<file path="src/dsc_params.svh">
// offsets, field positions, reset values and cycle counts of the deep sleep controller
// assumes a 250 MHz instruction clock, one instruction cycle per clock
`ifndef DSC_PARAMS_SVH
`define DSC_PARAMS_SVH

// register byte offsets on the avalon slave
`define DSC_OFS_CONTROL 5'h00
`define DSC_OFS_WAKE_FLAGS 5'h04
`define DSC_OFS_RESET_CONTROL 5'h08
`define DSC_OFS_IRQ_STATUS 5'h0c
`define DSC_OFS_SCRATCH_A 5'h10
`define DSC_OFS_SCRATCH_B 5'h14
`define DSC_OFS_CONFIG 5'h18

// field positions
`define DSC_BIT_ARM 15
`define DSC_BIT_BROWNOUT 1
`define DSC_BIT_IO_HOLD 0
`define DSC_BIT_EXIT_FLAG 10
`define DSC_BIT_IRQ_PENDING 15
`define DSC_BIT_CFG_BROWNOUT 6
`define DSC_BIT_CFG_WATCHDOG 7

// wake flag positions
`define DSC_WAKE_POR 0
`define DSC_WAKE_MASTER_CLEAR_PIN 1
`define DSC_WAKE_CALENDAR 2
`define DSC_WAKE_EXT 3
`define DSC_WAKE_WATCHDOG 4

// synchroniser lanes
`define DSC_SYN_EXT 0
`define DSC_SYN_MASTER_CLEAR_PIN_N 1
`define DSC_SYN_WATCHDOG 2
`define DSC_SYN_BROWNOUT 3
`define DSC_SYN_CALENDAR 4
`define DSC_SYN_POR 5

// reset values
`define DSC_RST_CONFIG 8'h00
`define DSC_RST_WORD 32'h0000_0000

// arming window in instruction cycles
`define DSC_ARM_WINDOW_TCY 3
// length of the internal power-on sequence after a deep sleep exit
`define DSC_POR_SEQ_CYCLES 8'h10

`endif

</file>
<file path="src/dsc_pkg.sv">
// types of the deep sleep entry and exit controller
// assumes dsc_params.svh is compiled alongside
package dsc_pkg;

   typedef enum logic [1:0] {
      DSC_RUN = 2'b00,
      DSC_LOWPWR = 2'b01,
      DSC_DEEP = 2'b10,
      DSC_POR = 2'b11
   } dsc_state_type;

   typedef struct packed {
      dsc_state_type state;
      logic [1:0] win_cnt;
      logic arm;
      logic brownout;
      logic io_hold;
      logic [4:0] wake_flags;
      logic exit_flag;
      logic irq_status;
      logic [7:0] cfg;
      logic [7:0] por_cnt;
      logic ext_armed;
      logic ext_prev;
      logic [5:0] sync1;
      logic [5:0] sync2;
      logic [1:0] phase;
      logic wait_req;
      logic [31:0] rdata;
      logic deep_active;
      logic por_req;
      logic irq_clear;
      logic lp_wake;
   } dsc_regs_type;

   typedef struct packed {
      logic [1:0][31:0] word;
      logic [31:0] rdata;
   } dsc_mem_type;

endpackage : dsc_pkg

</file>
<file path="src/dsc_deep_sleep_ctrl.sv">
// deep sleep entry and exit controller with an avalon-mm register slave
// assumes cpu strobes and pending_cpu_interrupt come from logic on clk;
// pins, brownout detector, calendar alarm and watchdog timeout are asynchronous
//
// Behaviour
// - interrupt during sleep/idle instruction wakes afterwards
// - five events end deep sleep
// - arm bit self-clears after three idle cycles
// - arm bit clears on deep sleep exit
// - setting arm clears all wake flags
// - brownout watch only when config bit set
// - pending interrupt shown in status bit fifteen
// - master clear low exits deep sleep
// - calendar alarm wakes only when calendar enabled
// - external wake needs prior enable and edge
// - pending interrupt cleared on deep sleep entry
// - exit resets all but retained state
// - wakes during power-on sequence are ignored
// - exit sets exit flag, restarts at reset
// - brownout status readable in control bit one
// - pins stay frozen until hold cleared
// - brownout bit set on detected deep brownout
`timescale 1ns/1ns
`include "dsc_params.svh"
module dsc_deep_sleep_ctrl #(
   parameter logic [7:0] POR_CYCLES = `DSC_POR_SEQ_CYCLES
) (
   input wire logic clk,
   input wire logic rst_n,
   input wire logic [4:0] avs_address,
   input wire logic avs_read,
   input wire logic avs_write,
   input wire logic [31:0] avs_writedata,
   input wire logic [3:0] avs_byteenable,
   output logic [31:0] avs_readdata,
   output logic avs_waitrequest,
   input wire logic cpu_sleep_exec,
   input wire logic cpu_idle_exec,
   input wire logic pending_cpu_interrupt,
   input wire logic calendar_enable,
   input wire logic external_wake_enable,
   input wire logic external_wake_polarity,
   input wire logic external_wake_interrupt,
   input wire logic master_clear_pin_n,
   input wire logic calendar_alarm,
   input wire logic watchdog_timeout,
   input wire logic brownout_detect,
   input wire logic por_event,
   output logic deep_sleep_active,
   output logic por_request,
   output logic io_hold,
   output logic irq_clear,
   output logic lowpower_wake
);
   // last count of the arming window; at that edge an unused arm drops
   localparam logic [1:0] ARM_LAST = 2'(`DSC_ARM_WINDOW_TCY - 1);

   dsc_pkg::dsc_regs_type r_r;
   dsc_pkg::dsc_regs_type r_nxt;

   logic [31:0] mem_rdata;
   logic [31:0] wmask;
   logic [31:0] wdm;
   logic [5:0] raw_in;
   logic req;
   logic commit_wr;
   logic mem_sel_hit;
   logic ext_level;
   logic [4:0] wake;
   logic arm_wr;

   // asynchronous inputs gathered for the two-stage synchroniser
   assign raw_in = {por_event, calendar_alarm, brownout_detect, watchdog_timeout,
                    master_clear_pin_n, external_wake_interrupt};

   // byte lanes and bus qualifiers
   assign wmask = {{8{avs_byteenable[3]}}, {8{avs_byteenable[2]}},
                   {8{avs_byteenable[1]}}, {8{avs_byteenable[0]}}};
   assign wdm = avs_writedata & wmask;
   assign req = avs_read | avs_write;
   assign commit_wr = avs_write && (r_r.phase == 2'h2);
   assign mem_sel_hit = (avs_address[4:2] == 3'(`DSC_OFS_SCRATCH_A >> 2)) ||
                        (avs_address[4:2] == 3'(`DSC_OFS_SCRATCH_B >> 2));

   // software write to the arm lane; it restarts the window and beats the
   // expiry, so a re-arm in the last window cycle is not lost
   assign arm_wr = commit_wr && wmask[`DSC_BIT_ARM] &&
                   (avs_address[4:2] == 3'(`DSC_OFS_CONTROL >> 2));

   // asserted level of the external wake pin per its polarity setting
   assign ext_level = external_wake_polarity ? r_r.sync2[`DSC_SYN_EXT]
                                             : !r_r.sync2[`DSC_SYN_EXT];

   // wake sources, all taken from the second synchroniser stage
   always_comb begin
      wake = 5'h00;
      wake[`DSC_WAKE_POR] = r_r.sync2[`DSC_SYN_POR];
      wake[`DSC_WAKE_MASTER_CLEAR_PIN] = !r_r.sync2[`DSC_SYN_MASTER_CLEAR_PIN_N];
      wake[`DSC_WAKE_CALENDAR] = r_r.sync2[`DSC_SYN_CALENDAR] && calendar_enable;
      // a pin already asserted at entry gives no edge, so it cannot wake
      // enabled-at-entry edge only
      wake[`DSC_WAKE_EXT] = r_r.ext_armed && ext_level && !r_r.ext_prev;
      // config bit survives the exit, so later deep sleeps keep it
      // watchdog counts only when its config bit is programmed
      wake[`DSC_WAKE_WATCHDOG] = r_r.sync2[`DSC_SYN_WATCHDOG] &&
                                 r_r.cfg[`DSC_BIT_CFG_WATCHDOG];
   end

   // scratch words sit in their own memory so read data come from a register
   // scratch writes commit on the same edge as the register writes
   dsc_scratch_mem u_scratch (
      .clk(clk),
      .rst_n(rst_n),
      .sel(avs_address[2]),
      .wr_en(commit_wr && mem_sel_hit),
      .wr_mask(wmask),
      .wr_data(avs_writedata),
      .rd_data(mem_rdata)
   );

   // whole next-state function; bus writes first so hardware sets win after
   always_comb begin
      r_nxt = r_r;
      r_nxt.irq_clear = 1'b0;
      r_nxt.lp_wake = 1'b0;
      // stage one feeds only stage two; all logic reads stage two
      r_nxt.sync1 = raw_in;
      r_nxt.sync2 = r_r.sync1;
      // edge detector follows the asserted level, not the raw pin
      r_nxt.ext_prev = ext_level;
      r_nxt.irq_status = pending_cpu_interrupt;

      // bus handshake: seen, then read data loaded, then waitrequest low one cycle
      unique case (r_r.phase)
         2'h0: begin
            // held off while the internal power-on sequence runs
            if (req && (r_r.state != dsc_pkg::DSC_POR)) begin
               r_nxt.phase = 2'h1;
            end
         end
         2'h1: begin
            // read data loaded on the same edge that waitrequest drops
            r_nxt.phase = 2'h2;
            r_nxt.wait_req = 1'b0;
            r_nxt.rdata = `DSC_RST_WORD;
            if (avs_read) begin
               unique case (avs_address[4:2])
                  3'(`DSC_OFS_CONTROL >> 2): begin
                     r_nxt.rdata[`DSC_BIT_ARM] = r_r.arm;
                     r_nxt.rdata[`DSC_BIT_BROWNOUT] = r_r.brownout;
                     r_nxt.rdata[`DSC_BIT_IO_HOLD] = r_r.io_hold;
                  end
                  3'(`DSC_OFS_WAKE_FLAGS >> 2): begin
                     // upper bits read as zero
                     r_nxt.rdata[4:0] = r_r.wake_flags;
                  end
                  3'(`DSC_OFS_RESET_CONTROL >> 2): begin
                     r_nxt.rdata[`DSC_BIT_EXIT_FLAG] = r_r.exit_flag;
                  end
                  3'(`DSC_OFS_IRQ_STATUS >> 2): begin
                     // one cycle behind the cpu's pending level
                     r_nxt.rdata[`DSC_BIT_IRQ_PENDING] = r_r.irq_status;
                  end
                  3'(`DSC_OFS_SCRATCH_A >> 2), 3'(`DSC_OFS_SCRATCH_B >> 2): begin
                     r_nxt.rdata = mem_rdata;
                  end
                  3'(`DSC_OFS_CONFIG >> 2): begin
                     r_nxt.rdata[7:0] = r_r.cfg;
                  end
                  default: begin
                     // unmapped word reads as zero
                     r_nxt.rdata = `DSC_RST_WORD;
                  end
               endcase
            end
         end
         2'h2: begin
            // completing edge; write strobes act at this edge only
            r_nxt.phase = 2'h0;
            r_nxt.wait_req = 1'b1;
         end
         default: begin
            // code 3 is never entered; fall back to idle
            r_nxt.phase = 2'h0;
            r_nxt.wait_req = 1'b1;
         end
      endcase

      // register writes take effect at the edge that sees waitrequest low
      if (commit_wr) begin
         unique case (avs_address[4:2])
            3'(`DSC_OFS_CONTROL >> 2): begin
               if (wmask[`DSC_BIT_ARM]) begin
                  r_nxt.arm = wdm[`DSC_BIT_ARM];
                  r_nxt.win_cnt = 2'h0;
                  if (wdm[`DSC_BIT_ARM]) begin
                     r_nxt.wake_flags = 5'h00;
                  end
               end
               // write zero clears; a set in deep sleep wins over it
               if (wmask[`DSC_BIT_BROWNOUT] && !wdm[`DSC_BIT_BROWNOUT]) begin
                  r_nxt.brownout = 1'b0;
               end
               if (wmask[`DSC_BIT_IO_HOLD] && !wdm[`DSC_BIT_IO_HOLD]) begin
                  r_nxt.io_hold = 1'b0;
               end
            end
            3'(`DSC_OFS_WAKE_FLAGS >> 2): begin
               r_nxt.wake_flags = r_r.wake_flags & ~wdm[4:0];
            end
            3'(`DSC_OFS_RESET_CONTROL >> 2): begin
               // write one clears the exit flag
               if (wdm[`DSC_BIT_EXIT_FLAG]) begin
                  r_nxt.exit_flag = 1'b0;
               end
            end
            3'(`DSC_OFS_CONFIG >> 2): begin
               // lane 0 only; upper lanes hold no config bits
               r_nxt.cfg = (r_r.cfg & ~wmask[7:0]) | wdm[7:0];
            end
            default: begin
               // scratch words live in the memory; others ignore writes
               r_nxt.cfg = r_nxt.cfg;
            end
         endcase
      end

      // power state sequencing
      unique case (r_r.state)
         dsc_pkg::DSC_RUN: begin
            if (r_r.arm && cpu_sleep_exec) begin
               r_nxt.state = dsc_pkg::DSC_DEEP;
               r_nxt.deep_active = 1'b1;
               // hold rises with entry and only software drops it
               r_nxt.io_hold = 1'b1;
               r_nxt.irq_clear = 1'b1;
               r_nxt.irq_status = 1'b0;
               // enable is sampled now, later changes do not count
               r_nxt.ext_armed = external_wake_enable;
            end else if (r_r.arm) begin
               if (arm_wr) begin
                  // a software write this cycle owns arm and restarts the count
                  r_nxt.win_cnt = 2'h0;
               end else if (r_r.win_cnt == ARM_LAST) begin
                  r_nxt.arm = 1'b0;
               end else begin
                  r_nxt.win_cnt = r_r.win_cnt + 2'h1;
               end
            end else if (cpu_sleep_exec || cpu_idle_exec) begin
               // disarmed sleep or idle goes to ordinary low power
               r_nxt.state = dsc_pkg::DSC_LOWPWR;
            end
         end
         dsc_pkg::DSC_LOWPWR: begin
            // no timeout here; only an interrupt leaves ordinary low power
            // coincident interrupt wakes after entry
            if (pending_cpu_interrupt) begin
               r_nxt.state = dsc_pkg::DSC_RUN;
               r_nxt.lp_wake = 1'b1;
            end
         end
         dsc_pkg::DSC_DEEP: begin
            if (r_r.cfg[`DSC_BIT_CFG_BROWNOUT] && r_r.sync2[`DSC_SYN_BROWNOUT]) begin
               r_nxt.brownout = 1'b1;
            end
            if (|wake) begin
               // ored onto the post-write value, so a set beats a same-cycle clear
               // sticky per-source flags
               r_nxt.wake_flags = r_nxt.wake_flags | wake;
               r_nxt.arm = 1'b0;
               r_nxt.exit_flag = 1'b1;
               r_nxt.cfg = `DSC_RST_CONFIG;
               r_nxt.cfg[`DSC_BIT_CFG_WATCHDOG] = r_r.cfg[`DSC_BIT_CFG_WATCHDOG];
               r_nxt.irq_status = 1'b0;
               r_nxt.ext_armed = 1'b0;
               r_nxt.deep_active = 1'b0;
               r_nxt.por_req = 1'b1;
               r_nxt.por_cnt = 8'h00;
               r_nxt.state = dsc_pkg::DSC_POR;
            end
         end
         dsc_pkg::DSC_POR: begin
            r_nxt.irq_status = 1'b0;
            // counter starts at zero, so the request stands POR_CYCLES cycles
            if (r_r.por_cnt == POR_CYCLES - 8'h01) begin
               r_nxt.por_req = 1'b0;
               r_nxt.state = dsc_pkg::DSC_RUN;
            end else begin
               r_nxt.por_cnt = r_r.por_cnt + 8'h01;
            end
         end
      endcase
   end

   // scratch words are kept in their own module and survive a deep exit
   // single state register; true power-on reset clears it, except waitrequest and the master clear sync bits, which it sets
   always_ff @(posedge clk or negedge rst_n) begin
      if (!rst_n) begin
         r_r <= '0;
         r_r.state <= dsc_pkg::DSC_RUN;
         r_r.cfg <= `DSC_RST_CONFIG;
         r_r.wait_req <= 1'b1;
         // master clear idles high, so no false wake out of reset
         r_r.sync1 <= 6'h02;
         r_r.sync2 <= 6'h02;
      end else begin
         r_r <= r_nxt;
      end
   end

   // no output has a combinational path from any input
   // every output straight from the state register
   assign avs_readdata = r_r.rdata;
   assign avs_waitrequest = r_r.wait_req;
   assign deep_sleep_active = r_r.deep_active;
   assign por_request = r_r.por_req;
   assign io_hold = r_r.io_hold;
   assign irq_clear = r_r.irq_clear;
   assign lowpower_wake = r_r.lp_wake;

endmodule : dsc_deep_sleep_ctrl

</file>
<file path="src/dsc_scratch_mem.sv">
// two retained scratch words with registered read data
// assumes rst_n is only the true power-on reset; a deep sleep exit does not touch it
`timescale 1ns/1ns
module dsc_scratch_mem (
   input wire logic clk,
   input wire logic rst_n,
   input wire logic sel,
   input wire logic wr_en,
   input wire logic [31:0] wr_mask,
   input wire logic [31:0] wr_data,
   output logic [31:0] rd_data
);
   dsc_pkg::dsc_mem_type m_r;
   dsc_pkg::dsc_mem_type m_nxt;

   // masked write, read always registered
   always_comb begin
      m_nxt = m_r;
      if (wr_en) begin
         m_nxt.word[sel] = (m_r.word[sel] & ~wr_mask) | (wr_data & wr_mask);
      end
      m_nxt.rdata = m_r.word[sel];
   end

   // contents survive everything but the true power-on reset
   always_ff @(posedge clk or negedge rst_n) begin
      if (!rst_n) begin
         m_r <= '0;
      end else begin
         m_r <= m_nxt;
      end
   end

   assign rd_data = m_r.rdata;

endmodule : dsc_scratch_mem

</file>
<file path="config.mk">
export PLATFORM = sky130hd
export DESIGN_NAME = dsc_deep_sleep_ctrl
export DESIGN_NICKNAME = d
export VERILOG_FILES = /design/src/dsc_pkg.sv /design/src/dsc_deep_sleep_ctrl.sv /design/src/dsc_scratch_mem.sv
export VERILOG_INCLUDE_DIRS = /design/src
export SDC_FILE = /design/constraint.sdc
export NUM_CORES = 1
export LEC_CHECK = 0
export BUFFER_PORTS_ARGS = -buffer_cell sky130_fd_sc_hd__buf_2
export CORE_ASPECT_RATIO = 0.7
export CORE_UTILIZATION = 44
export DETAILED_ROUTE_END_ITERATION = 8
export PLACE_DENSITY = 0.75
export SLEW_MARGIN = 20
export SYNTH_ARGS = -nofsm -noshare
export SYNTH_HDL_FRONTEND = slang
export SYNTH_SLANG_ARGS = --single-unit
</file>
<file path="constraint.sdc">
create_clock -name clk -period 4.22 [get_ports clk]
set_input_delay 0.633 -clock clk [delete_from_list [all_inputs] [get_ports clk]]
set_output_delay 0.633 -clock clk [all_outputs]
set_load 0.01 [all_outputs]
</file>
* Word level (Yosys, flattened, before mapping)
Index checks and enable logic that the tools add are counted.
** Cells by class
- $add $sub $neg :: 2
- $lt $le $gt $ge :: 2
- Equal/unequal tests :: 23
- Mux-type cells :: 68
- Bitwise gates (word level) :: 11
- Reductions and logical operators :: 32
** Operators by type and width (number)
- $mux W32 :: 4
- $and A32 B32 Y32 :: 2
- $bwmux W64 :: 1
- $demux W32 S1 :: 1
- $mux W8 :: 4
- $not A32 Y32 :: 1
- $or A32 B32 Y32 :: 1
- $mux W2 :: 12
- $mux W24 :: 1
- $mux W1 :: 20
- $mux W16 :: 1
- $ne A2 B2 Y1 const B :: 8
- $pmux W2 S4 :: 2
- $pmux W8 S2 :: 1
- $mux W5 :: 3
- $logic_and A1 B1 Y1 :: 14
- $pmux W1 S2 :: 6
- $mux W11 :: 1
- $pmux W5 S2 :: 1
- $eq A3 B3 Y1 const B :: 3
- $mux W3 :: 3
- $pmux W3 S3 :: 1
- $reduce_and A3 Y1 :: 3
- $add A8 B1 Y8 const B :: 1
- other kinds (29) :: 43
** Storage, ports and cells
- Register bits :: 179
- Input port bits :: 57
- Output and inout port bits :: 38

* Logic depth before layout (Yosys ltp)
- Word-level depth :: 11
- Depth in mapped cells :: 7
- Mapped depth without buffers :: 5

* Modules after synthesis
A second synthesis with hierarchy kept.
** Second synthesis, totals
- Cells, all modules :: 635
- Area total of the unflattened synthesis :: 7975.1 um^2
** Modules (own cells, without submodules)
- dsc_scratch_mem :: times used 1, cells each 305, area an instance 4225.3 um^2, sequential area each 2402.3 um^2
- dsc_deep_sleep_ctrl :: times used 1, cells each 330, area an instance 3749.8 um^2, sequential area each 2080.7 um^2

* Worst setup path after synthesis
Ideal clock, no wire load.
- Path kind :: in2reg
- Start :: input port avs_address[4]
- End :: register r_r[78] in the netlist's numbering
- Setup time :: 0.118 ns
- Arrival :: 1.621 ns
- Data required time :: 4.102 ns
- Path slack :: 2.481 ns
- Stages :: 5
- Cells stage by stage :: buf_2 > nor2_1 > and4b_1 > mux2i_1 > nor2_1
** RTL lines
- start, declared :: RTL line dsc_deep_sleep_ctrl.sv:30 : input wire logic [4:0] avs_address,
- end signal, assigned :: RTL line dsc_deep_sleep_ctrl.sv:307 : r_r <= r_nxt;
- end, declared :: RTL line dsc_deep_sleep_ctrl.sv:58 : dsc_pkg::dsc_regs_type r_r;

* Worst setup path in the final report
- Start :: register r_r[81] in the netlist's numbering
- End :: register r_r, in the netlist deep_sleep_active
** Between the ends
- Longest elaborated chain between the ends :: 3
- Elaborated cells on any way between the ends :: 7
- Classes of those cells :: eq/ne (3); mux (1); reduce/logical (3)
** Ends and longest elaborated chain
- $eq A2 B2 Y1 / $logic_not A2 Y1 (equally long branches) :: RTL line dsc_deep_sleep_ctrl.sv:229 : unique case (r_r.state)
- $ne A2 B2 Y1 (no source line) / $reduce_bool A2 Y1 (equally long branches)
- $reduce_and A3 Y1 (no source line)
Parallel ways exist; a longest one is shown, timed or not.
A chain may end at the register's enable or synchronous reset.

==> flow_summary_export.csv <==
group,metric,value,unit
outcome,status,"finished, final reports clean",
critical_path,crit_path_max_fanout,16,
synth,synth_edf_count,0,
synth,ys_top_cells_by_area,"dfrtp_1 (59%), mux2i_1 (5.6%), mux2_2 (5.1%), o21ai_0 (5.1%), nand2_1 (4.2%)",
critical_path,crit_end,"deep_sleep_active",
placement,dpl.hpwl,9890,um
synth,yosys.area.top_type_share,58.9,%
sta,setup_viol,0,
synth,syn_nets,697,
sta,worst_slack,2.07,ns
final_layout,finish.utilization,51.2,%
critical_path,endpoint_kind,"flip-flop",
clock_tree,post_cts_resized,0,
critical_path,path_class,"flip-flop to flip-flop",
route,antenna_left,0,
final_layout,nNetsFinal,746,
critical_path,worstRegToRegCells,3,
die,die_w,158,um
sta,fmax,0.465,GHz
synth,synth_cell_types,53,
die,die_area,17500,um^2
placement,gp_congestion,0.827,
clock_tree,root_buffer,"clkbuf_16",
grt,grt_first_pass_wirelength,25300,um
final_layout,final_cells,926,
grt,grt.overflow.total,0,
placement,pre_cts_ws,1.71,ns
clock_tree,clockBufferDepth,2,
critical_path,critPathLaunchType,"flip-flop",
final_layout,fillers,1475,
clock_tree,clock_sinks,179,
placement,post-place-cells,894,
critical_path,worstReg2RegEnd,"deep_sleep_active",
sta,tightest_slew,0.951,ns
clock_tree,worstSkewPairLatency,0.42,ns
sta,clock_skew,0.00723,ns
sta,slew-limit-headroom,36.6,%
run,drv_cap,0,
power,peakVddDrop,0.269,mV
synth,ys_warn_count,0,
grt,grt_pass1_vias,4713,
clock_tree,hold_buffers,0,
route,vias_per_cell,5.22,
hold_path,hold_depth,1,
critical_path,startpoint,"r_r[81]",
grt,grt_max_degree,107,
route,drc,0,
route,first_pass_iters,5,
synth,avgSynthCellArea,11.7,um^2
synth,synthCells,639,
synth,synthArstFlopShare,100,%
sta,setup_tns,0,ns
synth,synth_top_area_cell,"dfrtp_1",
sta,holdWs,0.304,ns
clock_tree,h-tree-depth,4,
route,finalWirelength,15300,um
die,die_h,111,um
synth,synth_most_common_cell,"dfrtp_1",
synth,syn_area,7470,um^2
clock_tree,cts_inserted_buffers,17,
route,avgRoutedWirePerCell,16.5,um
synth,ys.flop_type,"dfrtp_1",
grt,grt_antenna_before_repair,0,
synth,ys_ff_latch,179,
route,routed-via-count,4838,
power,power_leakage,4.21,nW
placement,port_buffers,92,
grt,grtUsageTotal,18.8,%
power,power.density,604,nW/um^2
critical_path,reg2reg_slack,2.07,ns
sta,post-route-period-util,51.0,%
sta,finalMaxSlewViolations,0,
final_layout,drive_above_1_share,25.1,%
final_layout,area_delta_synth_final,12.7,%
sta,rsz0062_at_grt,"no",
final_layout,diodes,0,
clock_tree,cts_tree,"built",
die,start_util,45.4,%
critical_path,crit_required,4.49,ns
clock_tree,cts_setup_buffers,0,
critical_path,r2r-start,"r_r[81]",
synth,synth_commonest_cells,"dfrtp_1 (176), nand2_1 (83), o21ai_0 (76), mux2i_1 (42), buf_4 (37)",
hold_path,hold_path.class,"input port to flip-flop",
synth,yosysSeqAreaShare,60.0,%
die,rows,39,
sta,hold_viol,0,
clock_tree,clk_pin_slew,0.07,ns
die,core,16400,um^2
sta,period_minus_slack,2.15,ns
route,dr.first_iter.drc_count,332,
critical_path,worstPathArrival,2.42,ns
die,ios,95,
## power by group
group	switching [W]	internal [W]	leakage (nW)
clock	0.000722	0.000783	0.272
sequential	0.000290	0.00227	2.37
combinational	0.000579	0.000447	1.57
## how the worst min path moves through the flow
stage,from,slack (ns),endpoint
finish,master_clear_pin_n,0.30,r_nxt[40]
floorplan,r_nxt[39],0.33,r_r[39]
detailed placement,r_nxt[44],0.34,r_r[44]
CTS,master_clear_pin_n,0.29,r_nxt[40]
global placement,r_nxt[41],0.33,r_r[41]
global route,master_clear_pin_n,0.28,r_nxt[40]
## through the flow
| step | power, W | instance area, um^2 |
|---|---|---|
| 2_1_floorplan | 0.00331 | 7470 |
| 3_3_place_gp | 0.00356 | 7860 |
| 3_5_place_dp | 0.00362 | 7860 |
| 4_1_cts | 0.00515 | 8420 |
| 5_1_grt | 0.00543 | 8420 |
| 6_report | 0.00509 | 8420 |
## critical path, stage by stage, from the launching register on
cell	delay, ns
dfrtp_1	0.50
nand2b_1	0.43
a41oi_2	0.88
o21ai_0	0.18
## cells by family after synthesis
group           synth area share, %
compound gates                 13.2
xor+xnor                      0.469
fa+ha+maj                     0.167
buf+inv                        6.66
flops                          60.0
mux                            11.0
simple gates                   8.57
## flip-flops by register name, indices dropped and copies added (netlist names)
| register | cells |
|---|---|
| avs_readdata | 32 |
| u_scratch.m_r | 64 |
| avs_waitrequest | 1 |
| por_request | 1 |
| deep_sleep_active | 1 |
| r_nxt | 6 |
| io_hold | 1 |
| u_scratch.rd_data | 32 |
| r_r | 39 |
| irq_clear | 1 |
| lowpower_wake | 1 |
## cell usage in the layout, fill, tap and decap left out, drive strengths merged, types with 4 or more instances in the layout
cell and n:
a21oi 11, o21ai 76, clkbuf 17, and3 5
nor3 4, nand2 83, nand3 9, buf 98
nor2 18, inv 28, mux2 35, mux2i 42
dfrtp 176, a22o 30, o22ai 6
## per-layer routing
layer	vias up	part of all wire [%]	global-route usage (%)
li1	2302	-	-
met1	2400	49	28.3
met2	128	44	27.4
met3	8	5.7	4.53
met4	0	0.65	4.14
met5	-	0	0
## layout make-up
class / instances / area (um^2) / area share (%)
sequential: 179 / 4480 / 53.2
timing repair buffer: 98 / 524 / 6.22
multi-input combinational: 373 / 2500 / 29.6
tap: 225 / 282 / 3.34
clock buffer: 17 / 425 / 5.05
inverter: 19 / 71.3 / 0.847
clock inverter: 15 / 141 / 1.68
Power figures use the tool's default switching activity.
